--- src/dmacb_defines.svh ---
// register offsets, field positions and reset values of the channel b control block
`ifndef DMACB_DEFINES_SVH
`define DMACB_DEFINES_SVH

// ****************************************************************
// register byte offsets
// ****************************************************************
`define DMACB_CTRL_OFS   8'h00
`define DMACB_ADDR_OFS   8'h04
`define DMACB_STAT_OFS   8'h08

// ****************************************************************
// control register fields
// ****************************************************************
`define DMACB_SRC_LSB    0
`define DMACB_SRC_MSB    2
`define DMACB_TMS_BIT    3
`define DMACB_STEP_EN    4
`define DMACB_STEP_DIR   5
`define DMACB_BLK_BIT    6
`define DMACB_SIZE_BIT   7
`define DMACB_ENA_BIT    8
`define DMACB_CTRL_W     9
`define DMACB_CTRL_RST   9'h000

// ****************************************************************
// status register fields
// ****************************************************************
`define DMACB_ST_PEND    0
`define DMACB_ST_REQ     1
`define DMACB_ST_ILL     2
`define DMACB_ST_EXTLOW  3

// ****************************************************************
// address step sizes
// ****************************************************************
`define DMACB_STEP_BYTE  2'h1
`define DMACB_STEP_WORD  2'h2

`endif

--- src/dmacb_pkg.sv ---
// types shared by the channel b control block
package dmacb_pkg;

  // activation source selected by code and mode
  typedef enum logic [2:0] {
    SRC_NONE,
    SRC_AUTO_BURST,
    SRC_AUTO_STEAL,
    SRC_TIMER,
    SRC_EXT_EDGE,
    SRC_EXT_LEVEL
  } dmacb_src_t;

endpackage

--- src/dmacb_pin_sync.sv ---
// two-stage synchroniser with falling edge detect for the external request pin
`timescale 1ns/1ps

module dmacb_pin_sync (
  input  wire logic mclk,
  input  wire logic rst,
  input  wire logic pin_n,
  output logic      pin_low,
  output logic      pin_fall
);

  logic meta_ff;
  logic sync_ff;
  logic prev_ff;

  // pin idles high, so reset to the idle level to avoid a false edge
  always_ff @(posedge mclk) begin
    if (rst) begin
      meta_ff <= 1'b1;
      sync_ff <= 1'b1;
      prev_ff <= 1'b1;
    end else begin
      meta_ff <= pin_n;
      sync_ff <= meta_ff;
      prev_ff <= sync_ff;
    end
  end

  assign pin_low  = ~sync_ff;
  assign pin_fall = prev_ff & ~sync_ff;

endmodule

--- src/dmacb_chan.sv ---
// channel b activation source decode, request logic and destination address stepping
`timescale 1ns/1ps
`include "dmacb_defines.svh"

// Operation
// - code 000: burst auto-request, block: timer 0
// - code 010: cycle-steal auto-request, block: timer 2
// - codes 001/011: illegal normal, block: timers 1/3
// - code 110: request pin falling edge, both modes
// - code 111: request pin low level, normal only
// - block mode, select 0: destination is block
// - block mode, select 1: source is block
// - step disabled holds address; bit 5 sets direction
// - increment word size adds two per transfer
// - decrement byte size subtracts one per transfer
module dmacb_chan #(
  parameter int AW = 24
) (
  input  wire logic          mclk,
  input  wire logic          rst,
  input  wire logic          wb_cyc_i,
  input  wire logic          wb_stb_i,
  input  wire logic          wb_we_i,
  input  wire logic [7:0]    wb_adr_i,
  input  wire logic [3:0]    wb_sel_i,
  input  wire logic [31:0]   wb_dat_i,
  output logic      [31:0]   wb_dat_o,
  output logic               wb_ack_o,
  input  wire logic [3:0]    timer_match_a,
  input  wire logic          ext_transfer_request_n,
  input  wire logic          xfer_ack,
  input  wire logic          xfer_done,
  output logic               xfer_req,
  output logic               burst_mode,
  output logic               cycle_steal,
  output logic               src_is_block,
  output logic               cfg_illegal,
  output logic      [AW-1:0] dest_address_reg
);

  // ****************************************************************
  // wishbone slave
  // ****************************************************************
  logic                    ack_ff;
  logic [31:0]             rdat_ff;
  logic [`DMACB_CTRL_W-1:0] ctrl_ff;
  logic [AW-1:0]           addr_ff;
  logic                    pend_ff;

  wire bus_req  = wb_cyc_i & wb_stb_i & ~ack_ff;
  wire bus_wr   = bus_req & wb_we_i;
  wire hit_ctrl = (wb_adr_i == `DMACB_CTRL_OFS);
  wire hit_addr = (wb_adr_i == `DMACB_ADDR_OFS);
  wire hit_stat = (wb_adr_i == `DMACB_STAT_OFS);
  wire wr_ctrl  = bus_wr & hit_ctrl;
  wire wr_addr  = bus_wr & hit_addr;

  // ****************************************************************
  // control fields
  // ****************************************************************
  wire [2:0] act_src_sel         = ctrl_ff[`DMACB_SRC_MSB:`DMACB_SRC_LSB];
  wire       act_src_sel_b0      = act_src_sel[0];
  wire       act_src_sel_b1      = act_src_sel[1];
  wire       act_src_sel_b2      = act_src_sel[2];
  wire       xfer_mode_sel       = ctrl_ff[`DMACB_TMS_BIT];
  wire       dest_step_enable    = ctrl_ff[`DMACB_STEP_EN];
  wire       dest_step_direction = ctrl_ff[`DMACB_STEP_DIR];
  wire       block_mode          = ctrl_ff[`DMACB_BLK_BIT];
  wire       transfer_size_select = ctrl_ff[`DMACB_SIZE_BIT];
  wire       chan_enable         = ctrl_ff[`DMACB_ENA_BIT];

  // ****************************************************************
  // byte-lane merge of writes
  // ****************************************************************
  wire [`DMACB_CTRL_W-1:0] ctrl_merge;
  wire [AW-1:0]            addr_merge;
  genvar gi;
  generate
    for (gi = 0; gi < `DMACB_CTRL_W; gi++) begin : g_ctrl
      assign ctrl_merge[gi] = wb_sel_i[gi/8] ? wb_dat_i[gi] : ctrl_ff[gi];
    end
    for (gi = 0; gi < AW; gi++) begin : g_addr
      assign addr_merge[gi] = wb_sel_i[gi/8] ? wb_dat_i[gi] : addr_ff[gi];
    end
  endgenerate

  // ****************************************************************
  // activation source decode
  // ****************************************************************
  dmacb_pkg::dmacb_src_t src_kind;

  always_comb begin
    src_kind = dmacb_pkg::SRC_NONE;
    if (!block_mode) begin
      unique case ({act_src_sel_b2, act_src_sel_b1, act_src_sel_b0})
        3'h0: src_kind = dmacb_pkg::SRC_AUTO_BURST;
        3'h2: src_kind = dmacb_pkg::SRC_AUTO_STEAL;
        3'h6: src_kind = dmacb_pkg::SRC_EXT_EDGE;
        3'h7: src_kind = dmacb_pkg::SRC_EXT_LEVEL;
        default: src_kind = dmacb_pkg::SRC_NONE;
      endcase
    end else begin
      unique case ({act_src_sel_b2, act_src_sel_b1, act_src_sel_b0})
        3'h0, 3'h1, 3'h2, 3'h3: src_kind = dmacb_pkg::SRC_TIMER;
        3'h6: src_kind = dmacb_pkg::SRC_EXT_EDGE;
        default: src_kind = dmacb_pkg::SRC_NONE;
      endcase
    end
  end

  // ****************************************************************
  // request generation
  // ****************************************************************
  logic ext_low;
  logic ext_fall;

  dmacb_pin_sync u_pin_sync (
    .mclk     (mclk),
    .rst      (rst),
    .pin_n    (ext_transfer_request_n),
    .pin_low  (ext_low),
    .pin_fall (ext_fall)
  );

  // timer channel index is the low two code bits in block mode
  wire timer_hit = timer_match_a[act_src_sel[1:0]];
  wire is_auto   = (src_kind == dmacb_pkg::SRC_AUTO_BURST) | (src_kind == dmacb_pkg::SRC_AUTO_STEAL);
  wire pend_set  = chan_enable & (((src_kind == dmacb_pkg::SRC_TIMER) & timer_hit) |
                                  ((src_kind == dmacb_pkg::SRC_EXT_EDGE) & ext_fall));
  wire lvl_req   = (src_kind == dmacb_pkg::SRC_EXT_LEVEL) & ext_low;
  // an event in the ack cycle is kept; a ctrl write drops even a same-cycle event,
  // since it was decoded under the old setting and must not leak into the new one
  wire nxt_pend  = ~wr_ctrl & (pend_set | (pend_ff & ~xfer_ack));

  assign xfer_req     = chan_enable & (is_auto | pend_ff | lvl_req);
  assign burst_mode   = (src_kind == dmacb_pkg::SRC_AUTO_BURST);
  assign cycle_steal  = (src_kind == dmacb_pkg::SRC_AUTO_STEAL);
  assign src_is_block = block_mode & xfer_mode_sel;
  assign cfg_illegal  = (src_kind == dmacb_pkg::SRC_NONE);

  // ****************************************************************
  // destination address stepping
  // ****************************************************************
  wire [1:0]    step_sz  = transfer_size_select ? `DMACB_STEP_WORD : `DMACB_STEP_BYTE;
  wire [AW-1:0] step_ext = AW'(step_sz);
  wire [AW-1:0] addr_inc = AW'(addr_ff + step_ext);
  wire [AW-1:0] addr_dec = AW'(addr_ff - step_ext);
  wire [AW-1:0] addr_stp = dest_step_direction ? addr_dec : addr_inc;
  // software write takes precedence over a step in the same cycle
  wire [AW-1:0] nxt_addr = wr_addr ? addr_merge :
                           (xfer_done & dest_step_enable) ? addr_stp : addr_ff;

  assign dest_address_reg = addr_ff;

  // ****************************************************************
  // read mux and registers
  // ****************************************************************
  wire [31:0] stat_word = {28'h0000000, ext_low, cfg_illegal, xfer_req, pend_ff};
  wire [31:0] nxt_rdat  = hit_ctrl ? {{(32-`DMACB_CTRL_W){1'b0}}, ctrl_ff} :
                          hit_addr ? {{(32-AW){1'b0}}, addr_ff} :
                          hit_stat ? stat_word : 32'h00000000;

  always_ff @(posedge mclk) begin
    if (rst) begin
      ack_ff  <= 1'b0;
      rdat_ff <= 32'h00000000;
      ctrl_ff <= `DMACB_CTRL_RST;
      addr_ff <= '0;
      pend_ff <= 1'b0;
    end else begin
      ack_ff  <= bus_req;
      rdat_ff <= bus_req ? nxt_rdat : rdat_ff;
      ctrl_ff <= wr_ctrl ? ctrl_merge : ctrl_ff;
      addr_ff <= nxt_addr;
      pend_ff <= nxt_pend;
    end
  end

  assign wb_ack_o = ack_ff;
  assign wb_dat_o = rdat_ff;

  // ****************************************************************
  // assertions
  // ****************************************************************
  property p_burst_auto;
    @(posedge mclk) disable iff (rst)
      (chan_enable && !block_mode && act_src_sel == 3'h0) |-> (xfer_req && burst_mode && !cycle_steal);
  endproperty
  a_burst_auto: assert property (p_burst_auto) else $error("code 000 normal not burst auto");

  property p_steal_auto;
    @(posedge mclk) disable iff (rst)
      (chan_enable && !block_mode && act_src_sel == 3'h2) |-> (xfer_req && cycle_steal && !burst_mode);
  endproperty
  a_steal_auto: assert property (p_steal_auto) else $error("code 010 normal not cycle steal");

  property p_timer_sel;
    @(posedge mclk) disable iff (rst)
      (chan_enable && block_mode && !act_src_sel[2] && timer_match_a[act_src_sel[1:0]] && !wr_ctrl)
        |=> (pend_ff && xfer_req);
  endproperty
  a_timer_sel: assert property (p_timer_sel) else $error("timer match did not raise request");

  property p_normal_odd_illegal;
    @(posedge mclk) disable iff (rst)
      (!block_mode && act_src_sel[0] && !act_src_sel[2]) |-> (cfg_illegal && !xfer_req);
  endproperty
  a_normal_odd_illegal: assert property (p_normal_odd_illegal) else $error("odd code accepted in normal mode");

  property p_ext_edge;
    @(posedge mclk) disable iff (rst)
      (chan_enable && act_src_sel == 3'h6 && ext_fall && !wr_ctrl) |=> pend_ff;
  endproperty
  a_ext_edge: assert property (p_ext_edge) else $error("falling edge did not latch request");

  property p_ext_level;
    @(posedge mclk) disable iff (rst)
      (chan_enable && !block_mode && act_src_sel == 3'h7) |-> (xfer_req == (ext_low || pend_ff));
  endproperty
  a_ext_level: assert property (p_ext_level) else $error("low level request mismatch");

  property p_level_block_illegal;
    @(posedge mclk) disable iff (rst)
      (block_mode && act_src_sel == 3'h7) |-> cfg_illegal;
  endproperty
  a_level_block_illegal: assert property (p_level_block_illegal) else $error("code 111 accepted in block mode");

  property p_block_side;
    @(posedge mclk) disable iff (rst)
      src_is_block == (block_mode && xfer_mode_sel);
  endproperty
  a_block_side: assert property (p_block_side) else $error("block area side wrong");

  property p_hold;
    @(posedge mclk) disable iff (rst)
      (xfer_done && !dest_step_enable && !wr_addr) |=> $stable(addr_ff);
  endproperty
  a_hold: assert property (p_hold) else $error("address moved with stepping off");

  property p_inc_word;
    @(posedge mclk) disable iff (rst)
      (xfer_done && dest_step_enable && !dest_step_direction && transfer_size_select && !wr_addr)
        |=> (addr_ff == AW'($past(addr_ff) + AW'(2)));
  endproperty
  a_inc_word: assert property (p_inc_word) else $error("word increment not two");

  property p_dec_byte;
    @(posedge mclk) disable iff (rst)
      (xfer_done && dest_step_enable && dest_step_direction && !transfer_size_select && !wr_addr)
        |=> (addr_ff == AW'($past(addr_ff) - AW'(1)));
  endproperty
  a_dec_byte: assert property (p_dec_byte) else $error("byte decrement not one");

  property p_dec_word;
    @(posedge mclk) disable iff (rst)
      (xfer_done && dest_step_enable && dest_step_direction && transfer_size_select && !wr_addr)
        |=> (addr_ff == AW'($past(addr_ff) - AW'(2)));
  endproperty
  a_dec_word: assert property (p_dec_word) else $error("word decrement not two");

  property p_cov_timer;
    @(posedge mclk) disable iff (rst)
      (block_mode && act_src_sel == 3'h3 && pend_set) ##[1:3] xfer_ack;
  endproperty
  c_cov_timer: cover property (p_cov_timer);

  property p_cov_edge;
    @(posedge mclk) disable iff (rst)
      (act_src_sel == 3'h6 && ext_fall && chan_enable);
  endproperty
  c_cov_edge: cover property (p_cov_edge);

  property p_cov_step;
    @(posedge mclk) disable iff (rst)
      (xfer_done && dest_step_enable) ##1 (xfer_done && dest_step_enable);
  endproperty
  c_cov_step: cover property (p_cov_step);

endmodule

--- config.mk ---
export PLATFORM = sky130hd
export DESIGN_NAME = dmacb_chan
export DESIGN_NICKNAME = d
export VERILOG_FILES = /design/src/dmacb_pkg.sv /design/src/dmacb_pin_sync.sv /design/src/dmacb_chan.sv
export VERILOG_INCLUDE_DIRS = /design/src
export SDC_FILE = /design/constraint.sdc
export NUM_CORES = 1
export LEC_CHECK = 0
export BUFFER_PORTS_ARGS = -buffer_cell sky130_fd_sc_hd__buf_2
export CAP_MARGIN = 10
export CORE_UTILIZATION = 45
export CTS_BUF_LIST = sky130_fd_sc_hd__clkbuf_4 sky130_fd_sc_hd__clkbuf_8 sky130_fd_sc_hd__clkbuf_16
export DETAILED_ROUTE_END_ITERATION = 12
export PLACE_DENSITY = 0.74
export SYNTH_ARGS = -nofsm -noshare
export SYNTH_HDL_FRONTEND = slang
export SYNTH_SLANG_ARGS = --single-unit
export TNS_END_PERCENT = 50
--- constraint.sdc ---
create_clock -name mclk -period 2.85 [get_ports mclk]
set_input_delay 0.855 -clock mclk [delete_from_list [all_inputs] [get_ports mclk]]
set_output_delay 0.855 -clock mclk [all_outputs]
set_load 0.02 [all_outputs]
Word level (Yosys, flattened, before mapping)
Index checks and enable logic that the tools add are counted.

Bits in registers: 70. Input bits: 56. Logic and storage cells: 99. Output and inout port bits: 62.

$add $sub $neg: 2. Reductions and logical operators: 10. Bitwise gates (word level): 24. Eq/ne operators: 15. Muxes and demuxes: 36. Magnitude comparators: 1.

Operators by type and width (count): 2-to-1 mux 24 bit (5); 2-to-1 mux 1 bit (25); adder 24 x 2 -> 24 bit (1); subtractor 24 x 2 -> 24 bit (1); AND 1 bit (15); equality test 3 x 2 -> 1 bit, second input constant (4); equality test 3 bit, second input constant (4); case mux 3 bit (4 select lines) (1); AND reduction 2 bit (5); equality test 8 x 3 -> 1 bit, second input constant (1); equality test 8 x 4 -> 1 bit, second input constant (1); logical NOT 8 bit (1); equality test 3 x 1 -> 1 bit, second input constant (2); logical NOT 3 bit (2); inequality test 2 bit, second input constant (3); case mux 3 bit (2 select lines) (1); OR 1 bit (5); 2-to-1 mux 4 bit (1); NOT 1 bit (4); OR reduction 4 bit (1); < comparator 2 x 3 -> 1 bit, second input constant (1); 2-to-1 mux 3 bit (1); binary-select mux 1 bit (select 2 bit) (1); 2-to-1 mux 2 bit (1); nonzero test 2 bit (1).

Longest topological paths before layout
Word-level depth: 12. Depth in mapped cells: 11.

Cells and area by module
From an unflattened synthesis, not the netlist that was laid out.

Cells, all modules: 464. Area, all modules: 3853.7 um^2.

By module, submodules not included: dmacb_chan (cells each 456, area each 3764.9 um^2, times used 1); dmacb_pin_sync (cells each 8, area each 88.8 um^2, times used 1).

Worst setup path after synthesis
OpenSTA, ideal clock, no wires.

Kind: input port to flip-flop. Start: in wb_adr_i[5]. End: reg addr_ff[14], in the netlist dest_address_reg[14]. Stages: 8. Buffers on the path: 2. Slack: 0.055 ns. Arrival time: 2.692 ns. Required time: 2.747 ns. Cell sequence: or4_4 or2_1 buf_6 or3_4 nand3_2 nand2_2 buf_6 a2111oi_2.

Longest elaborated chain between the ends: 4.

RTL lines: start: declaration (RTL line dmacb_chan.sv:24) `input wire logic [7:0] wb_adr_i,`; equality test 8 x 3 -> 1 bit (no source line) (*); AND 1 bit (*) (RTL line dmacb_chan.sv:56) `wire wr_addr = bus_wr & hit_addr;`; inequality test 2 bit (no source line) or nonzero test 2 bit (tied branches); AND reduction 2 bit (no source line); end signal: assignment (RTL line dmacb_chan.sv:174) `addr_ff <= nxt_addr;`; end: declaration (RTL line dmacb_chan.sv:47) `logic [AW-1:0] addr_ff;`.

Mark *: on every way between the ends. The rest lies on a longest branch, timed or not. A chain may end at the register's enable or synchronous reset.

Worst setup path in the final report
Start: reg addr_ff[0], in the netlist dest_address_reg[0]. End: reg addr_ff[14], in the netlist dest_address_reg[14].

Longest elaborated chain between the ends: 4.

RTL lines: adder 24 x 2 -> 24 bit or subtractor 24 x 2 -> 24 bit (tied branches) (RTL line dmacb_chan.sv:146, dmacb_chan.sv:147); 2-to-1 mux 24 bit (*) (RTL line dmacb_chan.sv:148) `wire [AW-1:0] addr_stp = dest_step_direction ? addr_dec : addr_inc;`; 2-to-1 mux 24 bit (*) (RTL line dmacb_chan.sv:151) `(xfer_done & dest_step_enable) ? addr_stp : addr_ff;`; 2-to-1 mux 24 bit (*) (RTL line dmacb_chan.sv:150) `wire [AW-1:0] nxt_addr = wr_addr ? addr_merge :`.

Mark *: on every way between the ends. The rest lies on a longest branch, timed or not. The select of a mux whose other input is x is not followed.

==> flow_summary.yaml <==
synthesis:
  synth_top_cells_by_area: "dfxtp_1 (31%), ha_1 (7.3%), nand2_1 (6.3%), a21oi_1 (5.2%), nor2_1 (4.5%)"
  synth_seq_cells: 62
  async_flop_share_pct: 0
  synth_area_mm2: 0.00396
  yosysWarnings: 0
  synthCells: 496
  ys_seq_area_share_pct: 31.3
  synth.distinct_cells: 65
  synth_commonest_cells: "nand2_1 (66), dfxtp_1 (62), nor2_1 (48)"
  synth_top_cell_by_area: "dfxtp_1"
  synthMostInstantiatedCell: "nand2_1"
  synth_edf_count: 0
  synthDominantCellAreaShare_pct: 31.3
  avgSynthCellArea_um2: 7.99
  synth-main-ff-cell: "dfxtp_1"
global_route:
  grt_max_degree: 45
  grt_first_pass_wirelength_mm: 17.5
  antenna_found_initial: 0
  grt_overflow: 0
  grt_use_total_pct: 24.8
  grt_pass1_vias: 3680
clocking:
  cts_buffers: 9
  htreeDepth: 3
  clock_sinks: 62
  clockBufferDepth: 2
  cts_root_buf: "clkbuf_8"
  ctsHoldBuffers: 0
  insertion_delay_ps: 350
  cts_tree: "done"
  cts.clk_slew.worst_paths_ps: 80
power:
  cellLeakagePower_uw: 0.00217
  powerDensity_mw_per_mm2: 382
  vdd_drop_max_uv: 257
sta:
  drv_slew: 0
  rsz0062_at_grt: "no"
  setup_tns_ps: 0
  fin_ws_ps: 158
  finalSetupViolCount: 0
  finalCritPeriodShare_pct: 94.5
  hold_viol_final: 0
  min_period_ps: 2690
  max-slew-margin-rel_pct: 63.2
  fmax_mhz: 371
  holdWs_ps: 419
  fin_skew_ps: 12.4
  worstMarginPinSlew_ps: 546
floorplan:
  io_pins: 118
  placementRows: 33
  die_h_um: 95.8
  fp.dieW_um: 95.8
  die-area_mm2: 0.00919
  start_util_pct: 47.3
  coreArea_mm2: 0.00838
worst_setup_path:
  worstPathMaxFanout: 4
  rrSetupSlack_ps: 160
  worst_path_most_repeated_cell: "inv_1"
  critPathMaxStageDelay_ps: 420
  critPathSlowestCell: "fa_1"
  cp-end-kind: "flop"
  worstPathArrival_ps: 2950
  crit_required_ps: 3110
  critPathLaunchType: "flop"
  crit_chain: "inv_1 > ha_1 > inv_1 > fa_1 > a211oi_1 > o21bai_1 > a21oi_1 > o21ai_0 > xnor2_1 > nor2_1 > a2111oi_2"
  path_class: "flop to flop"
finish:
  stdcell_count: 710
  syn_to_final_growth_pct: 22.5
  antenna_cells: 0
  nFillCells: 815
  final_cell_area_mm2: 0.00485
  fin_nets: 680
  drive_gt1_share_pct: 26.6
place:
  hpwlAfterDp_mm: 8.33
  dp_slack_ps: -155
  placed_cells: 694
  io_buffer_count: 100
  place_congestion: 0.891
  place_area_mm2: 0.00463
route:
  routed-via-count: 4099
  drtIter0Drc: 253
  viasPerCell: 5.77
  dr.pass1.iters: 6
  ant_nets: 0
  wl_per_cell_um: 15.6
  drc_errors: 0
  routed_wl_mm: 11.0
job:
  cap_violations: 0
worst_hold_path:
  min_path_type: "flop to flop"
run_status:
  status: "complete, no violations"
## cells in the final DEF, fill, tap and decap left out, types with 7 or more instances in the layout
cell type	netlist	layout
ha_1	23	23
nor2_1	48	48
nor3_1	10	10
buf_4	10	22
conb_1	1	8
a211oi_1	10	10
inv_1	10	10
a22oi_1	8	8
dfxtp_1	62	62
a22o_1	15	15
buf_2	4	100
o21ai_0	22	21
a21oi_1	41	40
nand3_1	14	14
xnor2_1	11	11
clkbuf_8	0	10
nand2_1	66	66
xor2_1	7	7
## stage by stage
step           utilization, %  total power [µW]
4_1_cts                  57.8              1860
6_report                 57.9              1850
5_1_grt                  57.9              1910
2_1_floorplan               -               943
3_3_place_gp             55.2               983
3_5_place_dp             55.2               983
## timing repair
item                                    CTS  global route
buffers inserted                          0             0
endpoints found under the setup margin    0             3
resized for setup                         0             3
## final timing paths
| kind | from | endpoint | depth (start not counted) |
|---|---|---|---|
| min | u_pin_sync.meta_ff | u_pin_sync.sync_ff | 1 |
| min reg2reg | u_pin_sync.meta_ff | u_pin_sync.sync_ff | 1 |
| max reg2reg | dest_address_reg[0] | dest_address_reg[14] | 11 |
| max | dest_address_reg[0] | dest_address_reg[14] | 11 |
## final cells by class
| type | count | area [µm²] | area share [%] |
|---|---|---|---|
| clock inverters | 4 | 70.1 | 1.44 |
| clock buffers | 12 | 153 | 3.15 |
| multi-input cells | 393 | 2510 | 51.8 |
| flip-flops and latches | 62 | 1240 | 25.6 |
| repair buffers | 124 | 706 | 14.5 |
| inverters | 10 | 37.5 | 0.774 |
| well taps | 105 | 131 | 2.71 |
## cells by family (layout without fill, tap and decap cells)
| group | Yosys count | count (layout) | share of synthesized area, % |
|---|---|---|---|
| AO/OA/AOI/OAI | 149 | 149 | 25.7 |
| AND/OR/NAND/NOR | 183 | 183 | 21.9 |
| multiplexers | 11 | 11 | 3.22 |
| adder cells (fa/ha/maj) | 24 | 24 | 7.77 |
| buffers and inverters | 48 | 150 | 6.00 |
| XOR/XNOR | 18 | 18 | 3.98 |
| flip-flops | 62 | 62 | 31.3 |
| other | 1 | 8 | 0.0946 |
## power breakdown
part,internal [µW],total [µW],switching (µW)
logic,36.1,95.0,58.9
clock network,533,887,354
registers,868,869,1.09
total,1440,1850,414
## per-layer routing
layer	GRT usage (%)	routed length, µm
met5	0	0
met1	31.2	4890
met2	41.4	5160
met4	9.70	282
met3	5.06	717
## worst max-delay path, delay by kind of cell, from the launching register on
family | cells | cell delay (ps)
compound gates | 5 | 1260
fa+ha+maj | 2 | 580
flops | 1 | 340
xor+xnor | 1 | 210
buf+inv | 2 | 130
simple gates | 1 | 70
Power figures use the tool's default switching activity.
